**src/include/ctl_port_pkg.sv**
```systemverilog
// Constants and types shared by the external control port design
package ctl_port_pkg;
    // Selector settings
    typedef enum logic [1:0] {SEL_DISABLE, SEL_ENABLE, SEL_SIM_CTRL} ext_sel_t;

    // Falling-edge command inputs
    localparam int N_CMD = 9;
    localparam int CMD_OUT_OFF = 0;
    localparam int CMD_OUT_ON = 1;
    localparam int CMD_SEQ_START = 2;
    localparam int CMD_SEQ_STOP = 3;
    localparam int CMD_SEQ_HOLD = 4;
    localparam int CMD_BRANCH1 = 5;
    localparam int CMD_BRANCH2 = 6;
    localparam int CMD_RECALL = 7;
    localparam int CMD_PEAK_CLR = 8;

    // Input filter: input must hold steady this long
    localparam int FILTER_TIME_NS = 1000;
    localparam int CLK_PERIOD_NS = 20;
    localparam int FILTER_CYCLES = (FILTER_TIME_NS + CLK_PERIOD_NS - 1) / CLK_PERIOD_NS;
    localparam int FILTER_W = $clog2(FILTER_CYCLES + 1);

    // Trigger pulse width counter, in clock cycles
    localparam int TRIG_W = 16;

    // APB register byte addresses
    localparam logic [7:0] ADDR_CTRL = 8'h00;
    localparam logic [7:0] ADDR_STATE = 8'h04;
    localparam logic [7:0] ADDR_TRIG = 8'h08;
    localparam logic [7:0] ADDR_IRQ_STAT = 8'h0c;
    localparam logic [7:0] ADDR_IRQ_MASK = 8'h10;
    localparam logic [7:0] ADDR_PINS = 8'h14;

    // CTRL fields
    localparam int CTRL_SEL_LSB = 0;
    localparam int CTRL_POL_BIT = 2;
    localparam int CTRL_TPOL_BIT = 3;
    localparam int CTRL_REMOTE_BIT = 4;
    localparam int CTRL_LOOP_BIT = 5;
    localparam int CTRL_W = 6;
    localparam logic [CTRL_W-1:0] CTRL_RESET = 6'h00;

    // STATE fields (software-driven instrument state)
    localparam int ST_OUT_ON = 0;
    localparam int ST_PROT = 1;
    localparam int ST_LIMIT = 2;
    localparam int ST_AGC = 3;
    localparam int ST_BUSY = 4;
    localparam int ST_POWER = 5;
    localparam int ST_RANGE_100 = 6;
    localparam int ST_SYNC_LSB = 7;
    localparam int ST_QC_SYNC = 9;
    localparam int ST_TEST_SYNC = 10;
    localparam int ST_TRIG_GO = 11;
    localparam int ST_W = 11;
    localparam logic [ST_W-1:0] ST_RESET = 11'h000;

    localparam logic [TRIG_W-1:0] TRIG_WIDTH_RESET = 16'h0032;
endpackage

```
**src/rtl/ext_control_port.sv**
```systemverilog
// External control I/O port: command inputs, status outputs and APB registers
// How it works
// A three-way selector picks disabled (inputs ignored, status still driven), enabled, or simulator control.
// While the remote flag is set every port command is dropped.
// The general port and simulator control never act together; only the selected mode is live.
// Memory select 1 and 2 form a 2-bit number, bit 0 and bit 1, naming memories 1 to 4.
// A falling recall input loads the chosen memory and flags compile for sequence and simulation.
// Falling edges of off, on, start, stop, hold, branch 1 and branch 2 raise their actions.
// A falling peak-hold clear input clears the peak-hold value.
// Output, protection, limiter, gain regulation and busy outputs follow a selectable polarity.
// Power and range outputs have fixed polarity: power high when on, range high for 100 V.
// The step sync code appears on two outputs, code 1 as bit 0 and code 2 as bit 1.
// The trigger pulse has a selectable polarity and width.
// With loopback in enabled or disabled mode, sync bit 0 goes to status out and bit 1 to quick sync out.
// In simulator control the quick-change sync and a test sync on status out are driven.
// The attached simulator must be powered only after this unit is in simulator control.
// The operator should leave the selector disabled while the port is unused.
// Each input is synchronised and filtered before edge detection, one action per falling edge.
//
// The APB interface to the registers and the placing of the registers were chosen for this implementation.
`timescale 1ns/1ps
module ext_control_port
(
    // Clock and reset
    input wire logic i_ref_clk,
    input wire logic i_reset,
    // APB slave
    input wire logic i_psel,
    input wire logic i_penable,
    input wire logic i_pwrite,
    input wire logic [7:0] i_paddr,
    input wire logic [31:0] i_pwdata,
    output logic [31:0] o_prdata,
    output logic o_pready,
    output logic o_pslverr,
    // Port command inputs, active low; memory selects, active high
    input wire logic [ctl_port_pkg::N_CMD-1:0] i_cmd_n,
    input wire logic i_mem_sel1,
    input wire logic i_mem_sel2,
    // Port status outputs
    output logic o_power,
    output logic o_out_state,
    output logic o_protect,
    output logic o_limiter,
    output logic o_gain_reg,
    output logic o_busy,
    output logic o_range,
    output logic o_sync_code1,
    output logic o_sync_code2,
    output logic o_trigger,
    // Loopback connectors
    output logic o_status_conn,
    output logic o_qc_sync_conn,
    // Interrupt
    output logic o_irq
);
    logic [ctl_port_pkg::CTRL_W-1:0] ctrl_r;
    logic [ctl_port_pkg::ST_W-1:0] state_r;
    logic [ctl_port_pkg::TRIG_W-1:0] trig_width_r;
    logic [ctl_port_pkg::N_CMD-1:0] irq_stat_r;
    logic [ctl_port_pkg::N_CMD-1:0] irq_mask_r;
    logic [ctl_port_pkg::N_CMD-1:0] level;
    logic [ctl_port_pkg::N_CMD-1:0] level_d_r;
    logic [ctl_port_pkg::N_CMD-1:0] fall;
    logic [ctl_port_pkg::N_CMD-1:0] cmd_evt;
    logic [1:0] mem_num_r;
    logic [1:0] mem_num_nxt;
    logic sel1_lvl;
    logic sel2_lvl;
    logic port_live;
    logic sim_mode;
    logic pol_pos;
    logic trig_active;
    logic trig_fire_r;
    logic wr;
    logic rd;
    logic addr_ok;
    ctl_port_pkg::ext_sel_t sel;

    function automatic logic polar(input logic active, input logic positive);
        polar = positive ? active : ~active;
    endfunction

    assign wr = i_psel && i_penable && i_pwrite;
    assign rd = i_psel && i_penable && !i_pwrite;
    assign o_pready = 1'b1;
    assign addr_ok = (i_paddr == ctl_port_pkg::ADDR_CTRL) || (i_paddr == ctl_port_pkg::ADDR_STATE)
        || (i_paddr == ctl_port_pkg::ADDR_TRIG) || (i_paddr == ctl_port_pkg::ADDR_IRQ_STAT)
        || (i_paddr == ctl_port_pkg::ADDR_IRQ_MASK) || (i_paddr == ctl_port_pkg::ADDR_PINS);
    assign o_pslverr = i_psel && i_penable && !addr_ok;

    // Illegal selector code falls back to disabled
    always_comb
    begin
        unique case (ctrl_r[ctl_port_pkg::CTRL_SEL_LSB +: 2])
            2'h1: sel = ctl_port_pkg::SEL_ENABLE;
            2'h2: sel = ctl_port_pkg::SEL_SIM_CTRL;
            default: sel = ctl_port_pkg::SEL_DISABLE;
        endcase
    end

    assign port_live = (sel == ctl_port_pkg::SEL_ENABLE)
        && !ctrl_r[ctl_port_pkg::CTRL_REMOTE_BIT];
    assign sim_mode = (sel == ctl_port_pkg::SEL_SIM_CTRL);
    assign pol_pos = ctrl_r[ctl_port_pkg::CTRL_POL_BIT];

    genvar g;
    generate
        for (g = 0; g < ctl_port_pkg::N_CMD; g++)
        begin : g_cmd
            input_filter u_filt
            (
                .i_ref_clk(i_ref_clk),
                .i_reset(i_reset),
                .i_pin(i_cmd_n[g]),
                .o_level(level[g])
            );
        end
    endgenerate

    input_filter u_sel1
    (
        .i_ref_clk(i_ref_clk),
        .i_reset(i_reset),
        .i_pin(i_mem_sel1),
        .o_level(sel1_lvl)
    );

    input_filter u_sel2
    (
        .i_ref_clk(i_ref_clk),
        .i_reset(i_reset),
        .i_pin(i_mem_sel2),
        .o_level(sel2_lvl)
    );

    always_ff @(posedge i_ref_clk)
    begin
        if (i_reset)
            level_d_r <= '1;
        else
            level_d_r <= level;
    end

    assign fall = level_d_r & ~level;
    assign cmd_evt = port_live ? fall : '0;
    assign mem_num_nxt = {sel2_lvl, sel1_lvl};

    // Memory number latched with the recall edge
    always_ff @(posedge i_ref_clk)
    begin
        if (i_reset)
            mem_num_r <= 2'h0;
        else if (cmd_evt[ctl_port_pkg::CMD_RECALL])
            mem_num_r <= mem_num_nxt;
    end

    // Sticky command events; the set wins over a write-one clear
    always_ff @(posedge i_ref_clk)
    begin
        if (i_reset)
            irq_stat_r <= '0;
        else if (wr && i_paddr == ctl_port_pkg::ADDR_IRQ_STAT)
            irq_stat_r <= (irq_stat_r & ~i_pwdata[ctl_port_pkg::N_CMD-1:0]) | cmd_evt;
        else
            irq_stat_r <= irq_stat_r | cmd_evt;
    end

    assign o_irq = |(irq_stat_r & irq_mask_r);

    always_ff @(posedge i_ref_clk)
    begin
        if (i_reset)
            irq_mask_r <= '0;
        else if (wr && i_paddr == ctl_port_pkg::ADDR_IRQ_MASK)
            irq_mask_r <= i_pwdata[ctl_port_pkg::N_CMD-1:0];
    end

    always_ff @(posedge i_ref_clk)
    begin
        if (i_reset)
            ctrl_r <= ctl_port_pkg::CTRL_RESET;
        else if (wr && i_paddr == ctl_port_pkg::ADDR_CTRL)
            ctrl_r <= i_pwdata[ctl_port_pkg::CTRL_W-1:0];
    end

    always_ff @(posedge i_ref_clk)
    begin
        if (i_reset)
            state_r <= ctl_port_pkg::ST_RESET;
        else if (wr && i_paddr == ctl_port_pkg::ADDR_STATE)
            state_r <= i_pwdata[ctl_port_pkg::ST_W-1:0];
    end

    always_ff @(posedge i_ref_clk)
    begin
        if (i_reset)
            trig_width_r <= ctl_port_pkg::TRIG_WIDTH_RESET;
        else if (wr && i_paddr == ctl_port_pkg::ADDR_TRIG)
            trig_width_r <= i_pwdata[ctl_port_pkg::TRIG_W-1:0];
    end

    // Software fires the trigger by writing the go bit of STATE
    always_ff @(posedge i_ref_clk)
    begin
        if (i_reset)
            trig_fire_r <= 1'b0;
        else
            trig_fire_r <= wr && (i_paddr == ctl_port_pkg::ADDR_STATE)
                && i_pwdata[ctl_port_pkg::ST_TRIG_GO];
    end

    trigger_pulse u_trig
    (
        .i_ref_clk(i_ref_clk),
        .i_reset(i_reset),
        .i_fire(trig_fire_r),
        .i_width(trig_width_r),
        .o_active(trig_active)
    );

    always_ff @(posedge i_ref_clk)
    begin
        if (i_reset)
            o_prdata <= '0;
        else if (i_psel && !i_penable && !i_pwrite)
        begin
            unique case (i_paddr)
                ctl_port_pkg::ADDR_CTRL: o_prdata <= 32'(ctrl_r);
                ctl_port_pkg::ADDR_STATE: o_prdata <= 32'(state_r);
                ctl_port_pkg::ADDR_TRIG: o_prdata <= 32'(trig_width_r);
                ctl_port_pkg::ADDR_IRQ_STAT: o_prdata <= 32'(irq_stat_r);
                ctl_port_pkg::ADDR_IRQ_MASK: o_prdata <= 32'(irq_mask_r);
                ctl_port_pkg::ADDR_PINS: o_prdata <= 32'({mem_num_r, level});
                default: o_prdata <= '0;
            endcase
        end
    end

    // Status pins, registered; driven in every selector setting
    always_ff @(posedge i_ref_clk)
    begin
        if (i_reset)
        begin
            o_out_state <= 1'b1;
            o_protect <= 1'b1;
            o_limiter <= 1'b1;
            o_gain_reg <= 1'b1;
            o_busy <= 1'b1;
            o_power <= 1'b0;
            o_range <= 1'b0;
            o_sync_code1 <= 1'b0;
            o_sync_code2 <= 1'b0;
            o_trigger <= 1'b1;
        end
        else
        begin
            o_out_state <= polar(state_r[ctl_port_pkg::ST_OUT_ON], pol_pos);
            o_protect <= polar(state_r[ctl_port_pkg::ST_PROT], pol_pos);
            o_limiter <= polar(state_r[ctl_port_pkg::ST_LIMIT], pol_pos);
            o_gain_reg <= polar(state_r[ctl_port_pkg::ST_AGC], pol_pos);
            o_busy <= polar(state_r[ctl_port_pkg::ST_BUSY], pol_pos);
            o_power <= state_r[ctl_port_pkg::ST_POWER];
            o_range <= state_r[ctl_port_pkg::ST_RANGE_100];
            o_sync_code1 <= state_r[ctl_port_pkg::ST_SYNC_LSB];
            o_sync_code2 <= state_r[ctl_port_pkg::ST_SYNC_LSB + 1];
            o_trigger <= polar(trig_active, ctrl_r[ctl_port_pkg::CTRL_TPOL_BIT]);
        end
    end

    // Loopback and simulator connectors
    always_ff @(posedge i_ref_clk)
    begin
        if (i_reset)
        begin
            o_status_conn <= 1'b0;
            o_qc_sync_conn <= 1'b0;
        end
        else if (sim_mode)
        begin
            o_status_conn <= state_r[ctl_port_pkg::ST_TEST_SYNC];
            o_qc_sync_conn <= state_r[ctl_port_pkg::ST_QC_SYNC];
        end
        else if (ctrl_r[ctl_port_pkg::CTRL_LOOP_BIT])
        begin
            o_status_conn <= state_r[ctl_port_pkg::ST_SYNC_LSB];
            o_qc_sync_conn <= state_r[ctl_port_pkg::ST_SYNC_LSB + 1];
        end
        else
        begin
            o_status_conn <= 1'b0;
            o_qc_sync_conn <= 1'b0;
        end
    end

    ignored_when_off_a: assert property (@(posedge i_ref_clk) disable iff (i_reset)
        !port_live && !wr |=> $stable(irq_stat_r))
        else $error("command passed while port not live");

    remote_block_a: assert property (@(posedge i_ref_clk) disable iff (i_reset)
        ctrl_r[ctl_port_pkg::CTRL_REMOTE_BIT] && !wr |=> $stable(irq_stat_r))
        else $error("event recorded under remote control");

    mode_exclusive_a: assert property (@(posedge i_ref_clk) disable iff (i_reset)
        sim_mode && !wr |=> $stable(irq_stat_r)
        && o_status_conn == $past(state_r[ctl_port_pkg::ST_TEST_SYNC]))
        else $error("both modes active");

    mem_number_a: assert property (@(posedge i_ref_clk) disable iff (i_reset)
        cmd_evt[ctl_port_pkg::CMD_RECALL] |=> mem_num_r == $past(mem_num_nxt))
        else $error("memory number not latched");

    single_edge_a: assert property (@(posedge i_ref_clk) disable iff (i_reset)
        fall[ctl_port_pkg::CMD_OUT_ON] |=> !fall[ctl_port_pkg::CMD_OUT_ON])
        else $error("double action from one edge");

    event_sticky_a: assert property (@(posedge i_ref_clk) disable iff (i_reset)
        cmd_evt[ctl_port_pkg::CMD_PEAK_CLR] |=> irq_stat_r[ctl_port_pkg::CMD_PEAK_CLR])
        else $error("event flag not set");

    status_polarity_a: assert property (@(posedge i_ref_clk) disable iff (i_reset)
        ##1 o_busy == ($past(state_r[ctl_port_pkg::ST_BUSY]) ~^ $past(pol_pos)))
        else $error("busy polarity wrong");

    fixed_polarity_a: assert property (@(posedge i_ref_clk) disable iff (i_reset)
        ##1 o_range == $past(state_r[ctl_port_pkg::ST_RANGE_100]))
        else $error("range output wrong");

    sync_code_a: assert property (@(posedge i_ref_clk) disable iff (i_reset)
        ##1 {o_sync_code2, o_sync_code1} == $past(state_r[ctl_port_pkg::ST_SYNC_LSB +: 2]))
        else $error("sync code wrong");

    trig_start_a: assert property (@(posedge i_ref_clk) disable iff (i_reset)
        trig_fire_r && !trig_active |=> ##1 o_trigger == ctrl_r[ctl_port_pkg::CTRL_TPOL_BIT])
        else $error("trigger pulse missing");

    loopback_a: assert property (@(posedge i_ref_clk) disable iff (i_reset)
        !sim_mode && ctrl_r[ctl_port_pkg::CTRL_LOOP_BIT] && $stable(state_r)
        |=> o_qc_sync_conn == o_sync_code2)
        else $error("loopback bit 1 wrong");

    sim_sync_a: assert property (@(posedge i_ref_clk) disable iff (i_reset)
        sim_mode |=> o_qc_sync_conn == $past(state_r[ctl_port_pkg::ST_QC_SYNC]))
        else $error("quick sync not driven");
endmodule

```
**src/rtl/input_filter.sv**
```systemverilog
// Synchroniser and steady-level filter for one control input
`timescale 1ns/1ps
module input_filter
(
    // Clock and reset
    input wire logic i_ref_clk,
    input wire logic i_reset,
    // Raw pin and filtered level
    input wire logic i_pin,
    output logic o_level
);
    logic meta_r;
    logic sync_r;
    logic [ctl_port_pkg::FILTER_W-1:0] cnt_r;

    always_ff @(posedge i_ref_clk)
    begin
        if (i_reset)
        begin
            meta_r <= 1'b1;
            sync_r <= 1'b1;
        end
        else
        begin
            meta_r <= i_pin;
            sync_r <= meta_r;
        end
    end

    // Level only follows after it has stayed put for the whole filter time
    always_ff @(posedge i_ref_clk)
    begin
        if (i_reset)
        begin
            cnt_r <= '0;
            o_level <= 1'b1;
        end
        else if (sync_r == o_level)
            cnt_r <= '0;
        else if (cnt_r == ctl_port_pkg::FILTER_W'(ctl_port_pkg::FILTER_CYCLES - 1))
        begin
            cnt_r <= '0;
            o_level <= sync_r;
        end
        else
            cnt_r <= cnt_r + 1'b1;
    end
endmodule

```
**src/rtl/trigger_pulse.sv**
```systemverilog
// Trigger output pulse generator with programmable width
`timescale 1ns/1ps
module trigger_pulse
(
    // Clock and reset
    input wire logic i_ref_clk,
    input wire logic i_reset,
    // Request and settings
    input wire logic i_fire,
    input wire logic [ctl_port_pkg::TRIG_W-1:0] i_width,
    // Pulse active high
    output logic o_active
);
    logic [ctl_port_pkg::TRIG_W-1:0] cnt_r;

    // A new request while a pulse runs is ignored; width zero is taken as one cycle
    always_ff @(posedge i_ref_clk)
    begin
        if (i_reset)
        begin
            cnt_r <= '0;
            o_active <= 1'b0;
        end
        else if (!o_active && i_fire)
        begin
            o_active <= 1'b1;
            cnt_r <= (i_width == '0) ? ctl_port_pkg::TRIG_W'(1) : i_width;
        end
        else if (o_active)
        begin
            if (cnt_r == ctl_port_pkg::TRIG_W'(1))
                o_active <= 1'b0;
            cnt_r <= cnt_r - 1'b1;
        end
    end
endmodule

```
**config.mk**
```make
export PLATFORM = sky130hd
export DESIGN_NAME = ext_control_port
export DESIGN_NICKNAME = d
export VERILOG_FILES = /design/src/include/ctl_port_pkg.sv /design/src/rtl/ext_control_port.sv /design/src/rtl/input_filter.sv /design/src/rtl/trigger_pulse.sv
export SDC_FILE = /design/constraint.sdc
export NUM_CORES = 1
export LEC_CHECK = 0
export BUFFER_PORTS_ARGS = -buffer_cell sky130_fd_sc_hd__buf_2
export CORE_MARGIN = 4
export CORE_UTILIZATION = 45
export CTS_BUF_LIST = sky130_fd_sc_hd__clkbuf_4
export DETAILED_ROUTE_END_ITERATION = 6
export PLACE_DENSITY = 0.66
export SYNTH_ARGS = -nofsm -noshare
export SYNTH_HDL_FRONTEND = slang
export SYNTH_SLANG_ARGS = --single-unit
```
**constraint.sdc**
```tcl
create_clock -name i_ref_clk -period 1.9 [get_ports i_ref_clk]
set_clock_uncertainty 0.05 [all_clocks]
set_input_delay 0.095 -clock i_ref_clk [delete_from_list [all_inputs] [get_ports i_ref_clk]]
set_output_delay 0.095 -clock i_ref_clk [all_outputs]
set_load 0.02 [all_outputs]
```
==> flow_summary.ini <==
[job]
cap_violations = 0

[route]
ant_nets = 0
drc = 0
wirelength_mm = 20.7
drt-pass1-iter-count = 7
post_drt_wl_per_cell_um = 14.5
initialDrtViolationCount = 436
via_per_inst = 5.07
vias = 7217

[worst_setup_path]
cp_slowest_cell = a222oi_1
path_class = reg2out
worstPathMaxFanout = 2
worstPathRequired_ps = 1750
ff2ff_path_depth = 4
worstPathArrival_ps = 1740
cp-end-kind = primary output
cp-start-kind = flop
critPathMaxStageDelay_ps = 370
r2r_slack_ps = 130
cp_cell_sequence = a222oi_1, nand3_1, buf_6

[clocking]
clk_pin_slew_ps = 70
cts_sinks = 207
tritoncts = done
htree_num_levels = 2
cts_made_buffers = 55
clock_path_buffers = 3
clk_latency_ps = 680
clock-root-buffer = clkbuf_4

[synthesis]
ys_types = 58
ys_ff_latch = 207
synth_ff_type = dfxtp_1
synth-seq-area-share_pct = 47.5
avgSynthCellArea_um2 = 9.11
syn-cell-area_mm2 = 0.00872
synth-edff-count = 0
syn_inst = 957
synth-async-reset-ratio_pct = 0
synth-warning-count = 0

[floorplanning]
core_mm2 = 0.0189
pin_count = 103
dieArea_mm2 = 0.0217
initial_core_util_pct = 46.2
rows = 50
die_w_um = 147
fp.dieH_um = 147

[timing]
rsz0062_at_grt = true
period_share_pct = 99.2
setup_viol = 0
fmax_mhz = 530
tns_ps = 0
hold_violations = 0
min_period_ps = 1890
final-max-slew-violation-count = 0

[layout]
largest_register_ffs = 54
syn_to_final_growth_pct = 21.5
drive_gt1_share_pct = 20.5
largest-register = g_cmd.u_filt.cnt_r
layout.nets = 1199

[placement]
port_buffers = 69
gp_congestion = 0.869
dp_hpwl_mm = 14.0

[global_routing]
grt_pass1_vias = 6855
grt_use_met2_pct = 29.9
grt.overflow.total = 0
track_usage_pct = 19.0
grt_pass1_wl_mm = 34.1
grt_max_degree = 42
busiest_layer = met2
grt.met1_usage_pct = 25.5
antenna_found_initial = 1
use_met3_pct = 4.29

[pwr]
vdd_drop_max_mv = 0.389
total_power_w = 0.00847
powerDensity_mw_per_mm2 = 800
p_leak_nw = 4.32

[hold_path]
hold_path.class = in2reg
min_path_cells = 6

[outcome]
status = complete, no violations
final timing paths:
path	startpoint	endpoint
hold / removal	i_paddr[4]	o_prdata[5]
hold reg to reg	g_cmd[6].u_filt.meta_r	g_cmd[6].u_filt.sync_r
setup reg to reg	u_trig.cnt_r[0]	u_trig.cnt_r[15]
setup / recovery	irq_mask_r[7]	o_irq
routing by layer:
layer | share of wire [%] | vias to the layer above
met3 | 6.7 | 41
met5 | 0 | -
met4 | 2.1 | 0
li1 | - | 3613
met2 | 45 | 216
met1 | 46 | 3347
power by group:
part,internal (W),leakage (nW),switching [W]
Combinational,0.000176,2.25,0.000239
Sequential,0.00437,1.68,0.0000180
Clock,0.00183,0.394,0.00184
through the flow:
step / area (um2) / util (%) / hold slack [ps] / setup slack, ps / instances
3_5_place_dp: 9410 / 49.8 / 229 / 58.6 / 1272
2_1_floorplan: 8780 / - / 149 / 185 / 972
4_1_cts: 10600 / 56.0 / 4.69 / -54.2 / 1422
5_1_grt: 10600 / 56.1 / 54.7 / -75.4 / 1423
3_3_place_gp: 9410 / 49.8 / 229 / 56.1 / 1272
6_report: 10600 / 56.1 / 65.3 / 14.4 / 1423
area by class of cell:
type                       instances  area [um2]
antenna                            1        2.50
clock inverter                    33         160
tap                              260         325
sequential                       207        4150
fill                            1793        8300
timing repair buffer             158        1170
inverter                          22        82.6
multi-input combinational        675        4210
clock buffer                      67         503
placed cells by master, fill, tap and decap left out, drive strengths merged, types with 3 or more instances in the layout:
cell / synthesis / layout
or3: 17 / 17
buf: 34 / 110
or2: 25 / 25
nand2b: 5 / 5
xor2: 30 / 30
mux2i: 45 / 45
clkinv: 0 / 31
clkbuf: 34 / 67
o22ai: 6 / 6
a211oi: 5 / 5
inv: 22 / 23
a31oi: 6 / 6
and3: 8 / 8
nor2: 123 / 123
mux2: 3 / 3
o21ai: 7 / 7
nand2: 106 / 106
o31ai: 6 / 6
nor3: 18 / 18
nor4: 11 / 11
nor2b: 11 / 11
a21oi: 49 / 49
nand4: 8 / 8
a22o: 3 / 3
a311oi: 3 / 3
ha: 24 / 24
nand3b: 3 / 3
o211ai: 10 / 10
nand4b: 13 / 13
a22oi: 12 / 12
nand3: 36 / 36
conb: 2 / 17
or3b: 3 / 3
dfxtp: 207 / 207
xnor2: 32 / 32
a31o: 9 / 9
dlygate4sd3: 0 / 48
cell usage after synthesis (4+ instances only):
cell	number	area share, %
dfxtp_1	207	48
nor2_1	123	5.3
nand2_1	106	4.6
a21oi_1	49	2.8
mux2i_1	45	5.2
nand3_1	36	2.1
clkbuf_1	34	1.5
xnor2_1	32	3.2
xor2_1	30	3.0
or2_2	25	1.8
ha_1	24	3.4
inv_1	22	0.95
buf_4	19	1.6
or3_1	17	1.2
nor3_1	14	0.80
nand4b_1	13	1.3
a22oi_1	12	1.0
nor2b_1	11	0.79
o211ai_1	10	0.86
a31o_2	9	0.90
and3_1	8	0.57
buf_2	8	0.46
nand4_1	8	0.57
nor4_1	8	0.57
o21ai_0	7	0.40
a31oi_1	6	0.43
o22ai_1	6	0.43
o31ai_1	6	0.52
a211oi_1	5	0.43
nand2b_1	5	0.36
buf_1	4	0.17
cell families (layout without fill, tap and decap cells):
| group | count (synthesis) | count (layout) | share of synthesized area, % |
|---|---|---|---|
| AOI/OAI and AO/OA | 130 | 130 | 9.83 |
| xor gates and xnor gates | 62 | 62 | 6.23 |
| adders and majority gates | 24 | 24 | 3.44 |
| buffers and inverters | 90 | 280 | 5.07 |
| DFF | 207 | 207 | 47.5 |
| muxes | 48 | 48 | 5.55 |
| other | 2 | 18 | 0.0861 |
| and+or+nand+nor | 394 | 394 | 22.3 |
critical path: cells and delay by family, from the launching register on:
| kind | cells | cell delay [ps] |
|---|---|---|
| buf+inv | 1 | 170 |
| flops | 1 | 320 |
| compound gates | 1 | 370 |
| simple gates | 1 | 190 |
what timing repair did:
action,4_1_cts,5_1_grt
hold buffers,48,0
buffers inserted,2,0
endpoints found under the hold margin,94,0
resized for setup,5,2
pin swaps,2,1
endpoints found under the setup margin,1,3
Power figures use the tool's default switching activity.
